[src/wbl_map.vh]
// Register map, field positions, reset values and timing figures of the work bit evaluator.
// Included by every design file of the block; holds definitions only.
`ifndef WBL_MAP_VH
`define WBL_MAP_VH

// Per work bit register group: base plus bit number times stride
`define WBL_GRP_STRIDE   8'h10
`define WBL_OFF_SEL      8'h00
`define WBL_OFF_CTRL     8'h04
`define WBL_OFF_DLY      8'h08
`define WBL_OFF_STATUS   8'h80
`define WBL_OFF_OUTCFG   8'h84
`define WBL_OFF_INPUTS   8'h88

// Selector word: four 6-bit codes, A lowest
`define WBL_SEL_W        6
`define WBL_SEL_A_LSB    0
`define WBL_SEL_B_LSB    8
`define WBL_SEL_C_LSB    16
`define WBL_SEL_D_LSB    24

// Control word fields
`define WBL_CTRL_OP_LSB  0
`define WBL_CTRL_OP_W    3
`define WBL_CTRL_OINV    4
`define WBL_CTRL_IINV_LSB 8
`define WBL_CTRL_UNIT    12

// Operation type encodings
`define WBL_OP_NONE      3'h0
`define WBL_OP_ANDOR     3'h1
`define WBL_OP_ORAND     3'h2
`define WBL_OP_ANY       3'h3
`define WBL_OP_ALL       3'h4

// Delay word fields: on delay low, off delay high
`define WBL_DLY_W        14
`define WBL_DLY_ON_LSB   0
`define WBL_DLY_OFF_LSB  16
`define WBL_DLY_MAX      14'h270f

// Output configuration bits
`define WBL_OCFG_OUT1_LIN   0
`define WBL_OCFG_OUT2_LIN   1
`define WBL_OCFG_OUT2_NONE  2

// Reset values
`define WBL_RST_WORD     32'h0000_0000

// Timing
`define WBL_CLK_HZ       100000000
`define WBL_SEC_S        1
`define WBL_MIN_SEC      60
`define WBL_EVAL_NS      1000
`define WBL_CLK_NS       10

`endif

[src/wbl_eval.v]
// One work bit combination: four selected sources, per-input and output polarity, operation.
// Assumes the source vector is stable for the cycle in which the result is sampled.
`timescale 1ns/10ps
`include "wbl_map.vh"

module wbl_eval (
   src,
   sel_word,
   ctrl_word,
   result
);
   input  wire [63:0] src;
   input  wire [31:0] sel_word;
   input  wire [31:0] ctrl_word;
   output reg         result;

   // Codes past the table pick zero bits of the source vector
   function pick;
      input [63:0] v;
      input [5:0]  code;
      begin
         pick = v[code];
      end
   endfunction

   wire [3:0] raw;
   wire [3:0] cin;
   wire [2:0] op;

   assign raw[0] = pick(src, sel_word[`WBL_SEL_A_LSB +: `WBL_SEL_W]);
   assign raw[1] = pick(src, sel_word[`WBL_SEL_B_LSB +: `WBL_SEL_W]);
   assign raw[2] = pick(src, sel_word[`WBL_SEL_C_LSB +: `WBL_SEL_W]);
   assign raw[3] = pick(src, sel_word[`WBL_SEL_D_LSB +: `WBL_SEL_W]);
   assign cin    = raw ^ ctrl_word[`WBL_CTRL_IINV_LSB +: 4];
   assign op     = ctrl_word[`WBL_CTRL_OP_LSB +: `WBL_CTRL_OP_W];

   always @* begin
      case (op)
         `WBL_OP_ANDOR: result = (cin[0] & cin[1]) | (cin[2] & cin[3]);
         `WBL_OP_ORAND: result = (cin[0] | cin[2]) & (cin[1] | cin[3]);
         `WBL_OP_ANY:   result = |cin;
         `WBL_OP_ALL:   result = &cin;
         default:       result = 1'b0;
      endcase
      // No operation stays off whatever the output polarity
      if (op == `WBL_OP_ANDOR || op == `WBL_OP_ORAND || op == `WBL_OP_ANY ||
          op == `WBL_OP_ALL) begin
         result = result ^ ctrl_word[`WBL_CTRL_OINV];
      end else begin
         result = 1'b0;
      end
   end
endmodule

[src/wbl_delay.v]
// On/off delay stage of one work bit, holding the work bit value itself.
// Assumes eval_tick and unit_tick are one-cycle pulses of the same clock.
`timescale 1ns/10ps
`include "wbl_map.vh"

module wbl_delay (
   hclk,
   hresetn,
   eval_tick,
   unit_tick,
   cond,
   on_dly,
   off_dly,
   bit_q
);
   input  wire                   hclk;
   input  wire                   hresetn;
   input  wire                   eval_tick;
   input  wire                   unit_tick;
   input  wire                   cond;
   input  wire [`WBL_DLY_W-1:0]  on_dly;
   input  wire [`WBL_DLY_W-1:0]  off_dly;
   output reg                    bit_q;

   reg  [`WBL_DLY_W-1:0] cnt_q;
   wire [`WBL_DLY_W-1:0] need;
   wire                  differ;
   wire                  expired;

   assign differ  = cond ^ bit_q;
   assign need    = cond ? on_dly : off_dly;
   // Zero disables the delay; the condition is taken at the next evaluation
   assign expired = (need == {`WBL_DLY_W{1'b0}}) || (cnt_q >= need);

   always @(posedge hclk or negedge hresetn) begin
      if (!hresetn) begin
         bit_q <= 1'b0;
         cnt_q <= {`WBL_DLY_W{1'b0}};
      end else begin
         if (!differ) begin
            // Any return of the condition restarts the wait
            cnt_q <= {`WBL_DLY_W{1'b0}};
         end else if (unit_tick && cnt_q != {`WBL_DLY_W{1'b1}}) begin
            cnt_q <= cnt_q + 1'b1;
         end
         if (eval_tick && differ && expired) begin
            bit_q <= cond;
         end
      end
   end
endmodule

[src/wbl_top.v]
// Work bit logic evaluator: eight configurable work bits behind an AHB-Lite register slave.
// Assumes status and event inputs are synchronous to hclk and a single bus master.
//
// What this block does
// - Each work bit has an operation type; none is default and holds it off.
// - Type 1 gives (A and B) or (C and D).
// - Type 2 gives (A or C) and (B or D).
// - Type 3 gives A or B or C or D.
// - Type 4 gives A and B and C and D.
// - Code 0 is false, 1 true, 2 true for the first evaluation only.
// - Codes 3 to 6 are event inputs 1 to 4.
// - Codes 7 to 9 are alarms 1 to 3; 10 is either switching-count alarm.
// - Code 11 is control output 1 state, false when it is a linear output.
// - Code 12 is control output 2 state, false when absent or linear.
// - Code 18 is manual mode, code 19 is reset state.
// - Codes 28 to 31 are time signals, program end and stage flag.
// - Codes 32 to 34 program number, 35 reserved, 36 to 40 segment number.
// - Codes 41 to 48 are work bits; all selectors share the table.
// - Each input A to D may be inverted before combination.
// - Each work bit may present its combined result inverted.
// - Eight independent work bits, available as outputs for routing.
// - Optional on delay of 0 to 9999 units, zero disables it.
// - Optional off delay of 0 to 9999 units, zero disables it.
// - Delay unit is seconds or minutes, seconds by default.
//
// The address map and the AHB-Lite slave port were decided locally.
`timescale 1ns/10ps
`include "wbl_map.vh"

module wbl_top #(
   parameter NBITS       = 8,
   parameter EVAL_CYCLES = `WBL_EVAL_NS / `WBL_CLK_NS,
   parameter SEC_CYCLES  = `WBL_SEC_S * `WBL_CLK_HZ,
   parameter MIN_SECS    = `WBL_MIN_SEC
) (
   hclk,
   hresetn,
   hsel,
   haddr,
   htrans,
   hwrite,
   hsize,
   hwdata,
   hready,
   hrdata,
   hreadyout,
   hresp,
   event_in,
   alarm_in,
   count_alarm,
   out1_state,
   out2_state,
   sensor_error,
   remote_setpoint_error,
   heater_break_alarm,
   heater_short_alarm,
   heater_overcurrent_alarm,
   manual_mode,
   reset_state,
   status_flags,
   sequencer_flags,
   program_number,
   segment_number,
   work_bits,
   eval_strobe
);
   input  wire        hclk;
   input  wire        hresetn;
   input  wire        hsel;
   input  wire [31:0] haddr;
   input  wire [1:0]  htrans;
   input  wire        hwrite;
   input  wire [2:0]  hsize;
   input  wire [31:0] hwdata;
   input  wire        hready;
   output reg  [31:0] hrdata;
   output wire        hreadyout;
   output wire [1:0]  hresp;
   input  wire [3:0]  event_in;
   input  wire [2:0]  alarm_in;
   input  wire [1:0]  count_alarm;
   input  wire        out1_state;
   input  wire        out2_state;
   input  wire        sensor_error;
   input  wire        remote_setpoint_error;
   input  wire        heater_break_alarm;
   input  wire        heater_short_alarm;
   input  wire        heater_overcurrent_alarm;
   input  wire        manual_mode;
   input  wire        reset_state;
   input  wire [7:0]  status_flags;
   input  wire [3:0]  sequencer_flags;
   input  wire [2:0]  program_number;
   input  wire [4:0]  segment_number;
   output wire [7:0]  work_bits;
   output reg         eval_strobe;

   integer i;

   reg [31:0] sel_q  [0:7];
   reg [31:0] ctrl_q [0:7];
   reg [31:0] dly_q  [0:7];
   reg [2:0]  outcfg_q;

   // Bus pipeline
   reg        wr_q;
   reg [7:0]  waddr_q;
   reg        rd_q;
   reg        rd_rdy_q;
   reg [7:0]  raddr_q;
   wire       accept;

   // Time base
   reg [31:0] eval_cnt_q;
   reg [31:0] sec_cnt_q;
   reg [7:0]  min_cnt_q;
   reg        sec_tick_q;
   reg        min_tick_q;
   reg        first_q;

   wire [63:0] src;
   wire [7:0]  cond;
   wire [7:0]  bits_q;

   // ---------------- AHB-Lite slave ----------------
   // Reads take one wait state so that a read right after a write sees the new value
   assign accept    = hsel & htrans[1] & hready;
   assign hreadyout = ~rd_q | rd_rdy_q;
   assign hresp     = 2'b00;

   function [31:0] reg_read;
      input [7:0] a;
      begin
         reg_read = `WBL_RST_WORD;
         if (a[7] == 1'b0) begin
            case ({4'h0, a[3:0]})
               `WBL_OFF_SEL:  reg_read = sel_q[a[6:4]];
               `WBL_OFF_CTRL: reg_read = ctrl_q[a[6:4]];
               `WBL_OFF_DLY:  reg_read = dly_q[a[6:4]];
               default:       reg_read = `WBL_RST_WORD;
            endcase
         end else begin
            case (a)
               `WBL_OFF_STATUS: reg_read = {24'h000000, bits_q};
               `WBL_OFF_OUTCFG: reg_read = {29'h00000000, outcfg_q};
               `WBL_OFF_INPUTS: reg_read = src[63:32];
               default:         reg_read = `WBL_RST_WORD;
            endcase
         end
      end
   endfunction

   always @(posedge hclk or negedge hresetn) begin
      if (!hresetn) begin
         wr_q     <= 1'b0;
         waddr_q  <= 8'h00;
         rd_q     <= 1'b0;
         rd_rdy_q <= 1'b0;
         raddr_q  <= 8'h00;
      end else begin
         wr_q <= 1'b0;
         if (accept && hwrite && hsize == 3'h2 && haddr[31:8] == 24'h000000) begin
            wr_q    <= 1'b1;
            waddr_q <= haddr[7:0];
         end
         if (rd_q && !rd_rdy_q) begin
            rd_rdy_q <= 1'b1;
         end else if (hreadyout) begin
            rd_q     <= 1'b0;
            rd_rdy_q <= 1'b0;
         end
         if (accept && !hwrite) begin
            rd_q     <= 1'b1;
            rd_rdy_q <= 1'b0;
            raddr_q  <= haddr[7:0];
         end
      end
   end

   always @(posedge hclk or negedge hresetn) begin
      if (!hresetn) begin
         hrdata <= `WBL_RST_WORD;
      end else if (rd_q && !rd_rdy_q) begin
         if (raddr_q[1:0] == 2'b00) begin
            hrdata <= reg_read(raddr_q);
         end else begin
            hrdata <= `WBL_RST_WORD;
         end
      end
   end

   // Register file; the reset value leaves every work bit at no operation
   always @(posedge hclk or negedge hresetn) begin
      if (!hresetn) begin
         for (i = 0; i < 8; i = i + 1) begin
            sel_q[i]  <= `WBL_RST_WORD;
            ctrl_q[i] <= `WBL_RST_WORD;
            dly_q[i]  <= `WBL_RST_WORD;
         end
         outcfg_q <= 3'h0;
      end else if (wr_q && waddr_q[1:0] == 2'b00) begin
         if (waddr_q[7] == 1'b0) begin
            case ({4'h0, waddr_q[3:0]})
               `WBL_OFF_SEL: begin
                  sel_q[waddr_q[6:4]] <= hwdata & 32'h3f3f_3f3f;
               end
               `WBL_OFF_CTRL: begin
                  ctrl_q[waddr_q[6:4]] <= hwdata & 32'h0000_1f17;
               end
               `WBL_OFF_DLY: begin
                  // Delays beyond the settable range are clipped to it
                  dly_q[waddr_q[6:4]][`WBL_DLY_ON_LSB +: `WBL_DLY_W] <=
                     (hwdata[`WBL_DLY_ON_LSB +: `WBL_DLY_W] > `WBL_DLY_MAX) ?
                     `WBL_DLY_MAX : hwdata[`WBL_DLY_ON_LSB +: `WBL_DLY_W];
                  dly_q[waddr_q[6:4]][`WBL_DLY_OFF_LSB +: `WBL_DLY_W] <=
                     (hwdata[`WBL_DLY_OFF_LSB +: `WBL_DLY_W] > `WBL_DLY_MAX) ?
                     `WBL_DLY_MAX : hwdata[`WBL_DLY_OFF_LSB +: `WBL_DLY_W];
               end
               default: begin
               end
            endcase
         end else if (waddr_q == `WBL_OFF_OUTCFG) begin
            outcfg_q <= hwdata[2:0];
         end
      end
   end

   // ---------------- Time base ----------------
   always @(posedge hclk or negedge hresetn) begin
      if (!hresetn) begin
         eval_cnt_q  <= 32'h0000_0000;
         eval_strobe <= 1'b0;
      end else begin
         eval_strobe <= 1'b0;
         if (eval_cnt_q >= EVAL_CYCLES - 1) begin
            eval_cnt_q  <= 32'h0000_0000;
            eval_strobe <= 1'b1;
         end else begin
            eval_cnt_q <= eval_cnt_q + 32'h0000_0001;
         end
      end
   end

   always @(posedge hclk or negedge hresetn) begin
      if (!hresetn) begin
         sec_cnt_q  <= 32'h0000_0000;
         min_cnt_q  <= 8'h00;
         sec_tick_q <= 1'b0;
         min_tick_q <= 1'b0;
      end else begin
         sec_tick_q <= 1'b0;
         min_tick_q <= 1'b0;
         if (sec_cnt_q >= SEC_CYCLES - 1) begin
            sec_cnt_q  <= 32'h0000_0000;
            sec_tick_q <= 1'b1;
            if (min_cnt_q >= MIN_SECS - 1) begin
               min_cnt_q  <= 8'h00;
               min_tick_q <= 1'b1;
            end else begin
               min_cnt_q <= min_cnt_q + 8'h01;
            end
         end else begin
            sec_cnt_q <= sec_cnt_q + 32'h0000_0001;
         end
      end
   end

   // Power-up pulse lasts until the first evaluation has consumed it
   always @(posedge hclk or negedge hresetn) begin
      if (!hresetn) begin
         first_q <= 1'b1;
      end else if (eval_strobe) begin
         first_q <= 1'b0;
      end
   end

   // ---------------- Source table ----------------
   assign src[0]     = 1'b0;
   assign src[1]     = 1'b1;
   assign src[2]     = first_q;
   assign src[6:3]   = event_in;
   assign src[9:7]   = alarm_in;
   assign src[10]    = |count_alarm;
   assign src[11]    = out1_state & ~outcfg_q[`WBL_OCFG_OUT1_LIN];
   assign src[12]    = out2_state & ~outcfg_q[`WBL_OCFG_OUT2_LIN] &
                       ~outcfg_q[`WBL_OCFG_OUT2_NONE];
   assign src[13]    = sensor_error;
   assign src[14]    = remote_setpoint_error;
   assign src[15]    = heater_break_alarm;
   assign src[16]    = heater_short_alarm;
   assign src[17]    = heater_overcurrent_alarm;
   assign src[18]    = manual_mode;
   assign src[19]    = reset_state;
   assign src[27:20] = status_flags;
   assign src[31:28] = sequencer_flags;
   assign src[34:32] = program_number;
   assign src[35]    = 1'b0;
   assign src[40:36] = segment_number;
   assign src[48:41] = bits_q;
   assign src[63:49] = 15'h0000;

   // ---------------- Work bits ----------------
   genvar g;
   generate
      for (g = 0; g < NBITS; g = g + 1) begin : gen_bit
         wbl_eval u_eval (
            .src       (src),
            .sel_word  (sel_q[g]),
            .ctrl_word (ctrl_q[g]),
            .result    (cond[g])
         );
         wbl_delay u_delay (
            .hclk      (hclk),
            .hresetn   (hresetn),
            .eval_tick (eval_strobe),
            .unit_tick (ctrl_q[g][`WBL_CTRL_UNIT] ? min_tick_q : sec_tick_q),
            .cond      (cond[g]),
            .on_dly    (dly_q[g][`WBL_DLY_ON_LSB +: `WBL_DLY_W]),
            .off_dly   (dly_q[g][`WBL_DLY_OFF_LSB +: `WBL_DLY_W]),
            .bit_q     (bits_q[g])
         );
      end
   endgenerate

   assign work_bits = bits_q;
endmodule

[config.mk]
export PLATFORM = sky130hd
export DESIGN_NAME = wbl_top
export DESIGN_NICKNAME = d
export VERILOG_FILES = /design/src/wbl_eval.v /design/src/wbl_delay.v /design/src/wbl_top.v
export VERILOG_INCLUDE_DIRS = /design/src
export SDC_FILE = /design/constraint.sdc
export NUM_CORES = 2
export LEC_CHECK = 0
export BUFFER_PORTS_ARGS = -buffer_cell sky130_fd_sc_hd__buf_2
export CORE_UTILIZATION = 35
export DETAILED_ROUTE_END_ITERATION = 8
export GPL_TIMING_DRIVEN = 0
export HOLD_SLACK_MARGIN = 0.08
export SYNTH_ARGS = -nofsm -noshare
export SYNTH_HDL_FRONTEND = slang
export SYNTH_SLANG_ARGS = --single-unit
[constraint.sdc]
create_clock -name hclk -period 7 [get_ports hclk]
set_input_delay 1.75 -clock hclk [delete_from_list [all_inputs] [get_ports hclk]]
set_output_delay 1.75 -clock hclk [all_outputs]
set_load 0.02 [all_outputs]
* Word-level counts from Yosys, hierarchy flattened *
Cells that the tools add are included.

operators by class
  bitwise gates (word level) = 85
  $add $sub $neg = 11
  equality and inequality tests = 58
  multiplexer cells = 150
  reduce and logical (&&, ||, !) cells = 102
  $lt $le $gt $ge = 48

operators with widths
  cell                   number
  $bwmux 256             4
  $mux 14                27
  $mux 32                11
  $bmux 32 s3            3
  $demux 32 s3           3
  $lt 6x7->1 const B     32
  $bmux 1 s6             32
  $add 14x1->14 const B  8
  $ge 14x14->1           8
  $logic_not 14->1       8
  $ne 14x14->1 const B   8
  $pmux 32 s3            1
  $add 32x1->32 const B  2
  $mux 1                 58
  $eq 3x2->1 const B     17
  $pmux 17 s3            1
  $eq 8x8->1 const B     4
  $ge 32x27->1 const B   1
  $ge 32x7->1 const B    1
  $logic_or 1x1->1       32
  $pmux 1 s4             8
  $reduce_and 4->1       8
  $reduce_or 4->1        8
  $xor 4x4->4            8
  other kinds (28)       161

word-level totals
  input port bits = 112
  output and inout port bits = 44
  word-level logic and storage cells = 508
  register bits after elaboration = 1018

* Logic depth before layout (Yosys ltp) *
  depth in word-level cells = 15
  gate-level depth with buffers = 29
  depth with buffers taken out = 23

* Hierarchy *
From an unflattened synthesis, not the netlist that was laid out.

unflattened totals
  cells, all modules = 5342
  area total of the unflattened synthesis = 58368.5 µm²

by module, submodules not included
  module     sequential area each (µm²)  area an instance (µm²)  cells each  instances
  wbl_top    15416.0                     27018.4                 2102        1
  wbl_eval   0.0                         2597.5                  264         8
  wbl_delay  375.4                       1321.3                  141         8

* Worst setup path before layout *
Ideal clock, no wire load.

  path kind = input -> register
  from = input port segment_number[3]
  to = register gen_bit[2].u_delay.bit_q
  path slack = -0.034 ns
  arrival time = 6.969 ns
  data required time = 6.935 ns
  buffers on the path = 2
  setup time = 0.065 ns
  cell stages on the path = 23
  path through = clkbuf_1 -> mux4_2 -> mux4_2 -> mux4_2 -> xnor2_1 -> a22oi_1 -> a221oi_2 -> nor2_1 -> a21oi_4 -> buf_6 -> mux2i_1 -> ha_1 -> a21o_1 -> a21oi_1 -> o221ai_1 -> a21o_1 -> a21o_1 -> a211oi_1 -> o21ai_0 -> a2111oi_0 -> o21ai_0 -> nand3_1 -> o211a_1

on the way
  longest elaborated chain between the ends = 12
  elaborated cells between the ends (all ways) = 27
  classes of those cells = order compare (1); mux (11); bitwise (9); reduce/logical (6)

RTL lines
  what                                              RTL line                      source
  from (decl)                                       wbl_top.v:94                  input wire [4:0] segment_number;
  $bmux 1 s6                                        wbl_eval.v:22                 pick = v[code];
  $mux 1 (implied by the code)                      wbl_eval.v:22
  $xor 4x4->4 *                                     wbl_eval.v:34                 assign cin = raw ^ ctrl_word[`WBL_CTRL_IINV_LSB +: 4];
  $or 1x1->1 or $and 1x1->1 (tied branches)         wbl_eval.v:40, wbl_eval.v:39
  $and 1x1->1 or $or 1x1->1 (tied branches)         wbl_eval.v:40, wbl_eval.v:39
  $pmux 1 s4 *                                      wbl_eval.v:38                 case (op)
  $xor 1x1->1 *                                     wbl_eval.v:48                 result = result ^ ctrl_word[`WBL_CTRL_OINV];
  $mux 1 *                                          wbl_eval.v:46                 if (op == `WBL_OP_ANDOR || op == `WBL_OP_ORAND || op == `WBL_OP_ANY ||
  $mux 14                                           wbl_delay.v:31                assign need = cond ? on_dly : off_dly;
  $ge 14x14->1 or $logic_not 14->1 (tied branches)  wbl_delay.v:33                assign expired = (need == {`WBL_DLY_W{1'b0}}) || (cnt_q >= need);
  $logic_or 1x1->1                                  wbl_delay.v:33
  $logic_and 1x1->1                                 wbl_delay.v:46                if (eval_tick && differ && expired) begin
  to (signal assigned)                              wbl_delay.v:47                bit_q <= cond;
  to (decl)                                         wbl_delay.v:23                output reg bit_q;

Mark *: on every way between the ends. The rest lies on a longest branch, timed or not. The select of a mux whose other input is x is not followed.
A chain may end at the register's enable or synchronous reset.

* Final worst setup path *
  from = register gen_bit[3].u_delay.bit_q
  to = register gen_bit[1].u_delay.bit_q

on the way
  longest elaborated chain between the ends = 12
  elaborated cells between the ends (all ways) = 27
  classes of those cells = order compare (1); mux (11); bitwise (9); reduce/logical (6)

RTL lines
  what                                              RTL line
  from (decl)                                       wbl_delay.v:23
  from (signal assigned)                            wbl_delay.v:47
  $bmux 1 s6                                        wbl_eval.v:22
  $mux 1 (implied by the code)                      wbl_eval.v:22
  $xor 4x4->4 *                                     wbl_eval.v:34
  $or 1x1->1 or $and 1x1->1 (tied branches)         wbl_eval.v:40, wbl_eval.v:39
  $and 1x1->1 or $or 1x1->1 (tied branches)         wbl_eval.v:40, wbl_eval.v:39
  $pmux 1 s4 *                                      wbl_eval.v:38
  $xor 1x1->1 *                                     wbl_eval.v:48
  $mux 1 *                                          wbl_eval.v:46
  $mux 14                                           wbl_delay.v:31
  $ge 14x14->1 or $logic_not 14->1 (tied branches)  wbl_delay.v:33
  $logic_or 1x1->1                                  wbl_delay.v:33
  $logic_and 1x1->1                                 wbl_delay.v:46
  to (signal assigned)                              wbl_delay.v:47
  to (decl)                                         wbl_delay.v:23

Marked as above.

==> results by group <==
Yosys
  • Asr flop ratio synth: 100.0%
  • Number of synthesized flops with an enable pin: 0
  • Mean Syn Cell Area: 10.48 µm²
  • Yosys reg bits: 736
  • Synth unique cells: 96
  • Post-Syn Area: 54790 µm²
  • Syn. warnings: 0
  • Syn Inst Count: 5226
  • Sequential fraction of the synthesis area: 33.62%
  • Synth Flop Type: dfrtp_1

Worst setup path
  • FF-to-FF End: gen_bit[1].u_delay.bit_q$_DFFE_PN0P_
  • Setup crit end kind: flip-flop
  • Delay-heaviest family, CP: compound AO/OA/AOI/OAI gates
  • Crit-path max cell delay: 1.01 ns
  • CP dominant cell by count: a21o_1
  • Critical Path Start Type: flip-flop
  • CP arrival: 7.60 ns
  • Crit Reg-Reg Startpoint: gen_bit[3].u_delay.bit_q$_DFFE_PN0P_
  • Data required time of the worst path: 7.56 ns
  • Critical path buffer and inverter count: 3
  • Crit path max fanout: 10
  • Flop-to-flop setup slack: -0.04 ns
  • Setup Crit Path Kind: flip-flop to flip-flop
  • CP max-delay cell: dfrtp_1
  • R2R cell count: 25

Power and ir drop
  • Power density over the cells: 186.4 nW/µm²
  • Leakage: 25.76 nW
  • Worst ir drop on vdd: 0.1870 mV
  • Total power: 0.01194 W

Global routing
  • Met1 usage: 43.72%
  • First-pass GRT wire length: 378700 µm
  • Vias in the first global route: 47.95k
  • Initial antenna violation count: 38
  • Gr ovfl total: 0
  • Largest net degree at the start of global routing: 121
  • Grt met2 use: 48.42%
  • Met3 usage: 13.58%
  • Gr usage total: 34.08%
  • Layer with the highest usage: met2

Worst hold path
  • Hold EP: eval_cnt_q[0]$_DFF_PN0_
  • Worst Hold Launch: eval_cnt_q[0]$_DFF_PN0_
  • Hold path depth: 1
  • Hold WC Path Type: flip-flop to flip-flop

Finish
  • Area Growth Syn to Fin: 16.88%
  • Fin nets: 5786
  • Final Cell Area: 64030 µm²
  • Finished Core Util: 41.37%
  • Share of layout cells above drive strength 1: 26.67%

Clock tree
  • Clk slew on worst S/H paths: 0.07 ns
  • TritonCTS clock tree: built
  • Max clock buf depth: 3
  • CTS Sinks: 736
  • CTS Root Buffer Type: clkbuf_16
  • Clk Latency, worst-skew pair: 0.76 ns
  • TritonCTS Buffers: 92
  • H-tree depth: 3

Timing
  • Worst Setup Slack, final: -0.03895 ns
  • Tcrit/Tclk final: 100.6%
  • Post-layout min period: 7.039 ns
  • RSZ-0062 raised after global routing: yes
  • Setup_tns: -0.03895 ns
  • Final setup vio count: 1
  • Final Hold Vio Count: 0
  • Final slew viol count: 48
  • Hold_ws: 0.4644 ns
  • Slew HR: -5.629%
  • Clock skew: 0.06601 ns
  • Fmax: 142.1 MHz
  • Worst-Margin Slew: 1.584 ns

Placement
  • Port Buffers: 135
  • Gpl congestion: 1.096
  • Final HPWL DP: 202200 µm
  • Dpl cell area: 58470 µm²

Drt
  • Total Routed Length: 276000 µm
  • Wire per inst: 35.92 µm
  • Vias: 51.47k
  • Detailed Routing Iterations Pass 1: 9
  • Routed Antenna Nets: 0
  • Drt initial violations: 8119
  • Drt drc: 0
  • Via density: 6.698

Die
  • Die X: 397.6 µm
  • Initial Util: 35.40%
  • Cell Rows: 144
  • # IOs: 156
  • Die footprint: 158100 µm²
  • Die H: 397.6 µm
  • Core area: 154800 µm²

Outcome
  • Failing checks: max-capacitance violations, max-slew violations, negative setup slack
  • Run status: finished with violations

Job
  • MaxCap Viol Count: 5
layout make-up:
class | count | area (µm²)
clock buffer | 121 | 2581
fill | 14800 | 90740
clock inverter | 46 | 610.6
sequential | 736 | 18430
timing repair buffer | 212 | 1515
antenna | 17 | 42.54
tap | 2044 | 2557
inverter | 116 | 444.2
multi-input combinational | 3855 | 34790
buffer | 538 | 3068
state kept, by name (all words and copies together) (netlist names):
signal,flops
dly_q,224
sel_q,192
outcfg_q,3
gen_bit.u_delay.cnt_q,112
gen_bit.u_delay.bit_q,8
eval_cnt_q,32
waddr_q,8
first_q,1
raddr_q,8
sec_cnt_q,32
min_tick_q,1
rd_q,1
ctrl_q,72
hrdata,30
min_cnt_q,8
wr_q,1
eval_strobe,1
sec_tick_q,1
rd_rdy_q,1
cells in the final DEF (no fill, tap or decap), types with 38 or more instances in the layout:
cell type	instances
mux2i_1	259
clkbuf_8	41
dfrtp_1	728
mux4_2	440
nor4_1	81
nand3_1	103
a21o_1	50
nand2b_1	59
buf_1	54
buf_2	164
ha_1	121
xor2_1	76
a21oi_1	193
inv_1	112
clkbuf_1	291
nand4_1	71
o21ai_0	324
nor2b_1	45
nor3_1	38
clkbuf_2	38
mux2_2	300
nand2_1	501
xnor2_1	84
buf_4	86
clkbuf_16	94
a211oi_1	46
nor2_1	271
nand3b_1	73
through the flow:
stage	worst slack, ns	cells
floorplan	0.008320	5259
global placement	-12.64	7438
detailed placement	-2.915	7451
CTS	0.001552	7633
global route	-0.1115	7669
finish	-0.03895	7685
repair_timing:
action,CTS,global route
cloned,0,0
gates resized for setup,408,173
setup buffers,22,43
hold endpoints to repair,0,0
hold buffers,0,0
setup endpoints to repair,8,8
pin swaps,26,69
cell usage after synthesis, drive strengths merged (10+ instances only):
cell type / instances / area share (%)
a311o: 10 / 0.18
nand2: 502 / 3.4
xor2: 83 / 1.4
a22o: 16 / 0.26
nor4: 86 / 0.98
o2111ai: 24 / 0.38
nor2b: 45 / 0.51
dfrtp: 735 / 34
buf: 146 / 1.4
nor3b: 14 / 0.20
a211oi: 55 / 0.75
a31oi: 30 / 0.34
nor3: 45 / 0.42
mux2: 301 / 6.2
nor2: 289 / 2.0
inv: 113 / 0.77
a22oi: 27 / 0.37
a21oi: 214 / 2.0
nand3b: 73 / 1.0
a311oi: 16 / 0.26
o21a: 13 / 0.18
and3: 36 / 0.41
a211o: 18 / 0.29
a21o: 50 / 0.69
nand3: 105 / 0.96
a2111oi: 14 / 0.22
mux4: 461 / 19
and2: 20 / 0.23
clkbuf: 406 / 2.8
nand2b: 59 / 0.67
or4: 23 / 0.32
or3: 19 / 0.22
o221ai: 16 / 0.26
o21ai: 350 / 3.2
nand4: 71 / 0.81
o22ai: 33 / 0.38
a21boi: 19 / 0.27
ha: 123 / 2.8
o311ai: 19 / 0.32
o41ai: 10 / 0.16
xnor2: 90 / 1.5
mux2i: 278 / 5.1
a221oi: 33 / 0.54
o211ai: 21 / 0.29
o31ai: 13 / 0.20
routing by layer:
metal / vias up / part of all wire, %
met5: - / 0.19
met4: 30 / 7.4
met3: 1004 / 14
met2: 4039 / 41
met1: 25970 / 37
li1: 20430 / -
where the power goes:
group	total, W	switching [W]	internal [W]
Sequential	0.00451	0.000130	0.00438
Combinational	0.00235	0.00163	0.000714
Clock	0.00508	0.00221	0.00286
worst max-delay path by stage:
stage | from | to | depth (start not counted)
global placement | hresetn | gen_bit[0].u_delay.cnt_q[9]$_DFFE_PN0P_ | 1
finish | gen_bit[3].u_delay.bit_q$_DFFE_PN0P_ | gen_bit[1].u_delay.bit_q$_DFFE_PN0P_ | 25
global route | out2_state | gen_bit[5].u_delay.bit_q$_DFFE_PN0P_ | 27
CTS | count_alarm[1] | gen_bit[1].u_delay.bit_q$_DFFE_PN0P_ | 27
floorplan | reset_state | gen_bit[2].u_delay.bit_q$_DFFE_PN0P_ | 25
detailed placement | status_flags[0] | gen_bit[6].u_delay.bit_q$_DFFE_PN0P_ | 29
logic make-up (layout without fill, tap and decap cells):
family	count (synthesis)	in the layout	synth area share, %
AO/OA/AOI/OAI	1054	1054	12.47
XOR/XNOR	173	173	2.814
adder cells (fa/ha/maj)	123	123	2.809
buffers and inverters	668	1033	4.972
flip-flops	736	736	33.62
multiplexers	1040	1040	30.38
other	1	51	0.006845
AND/OR/NAND/NOR	1431	1431	12.92
No activity file was read; power rests on OpenSTA's default activity.
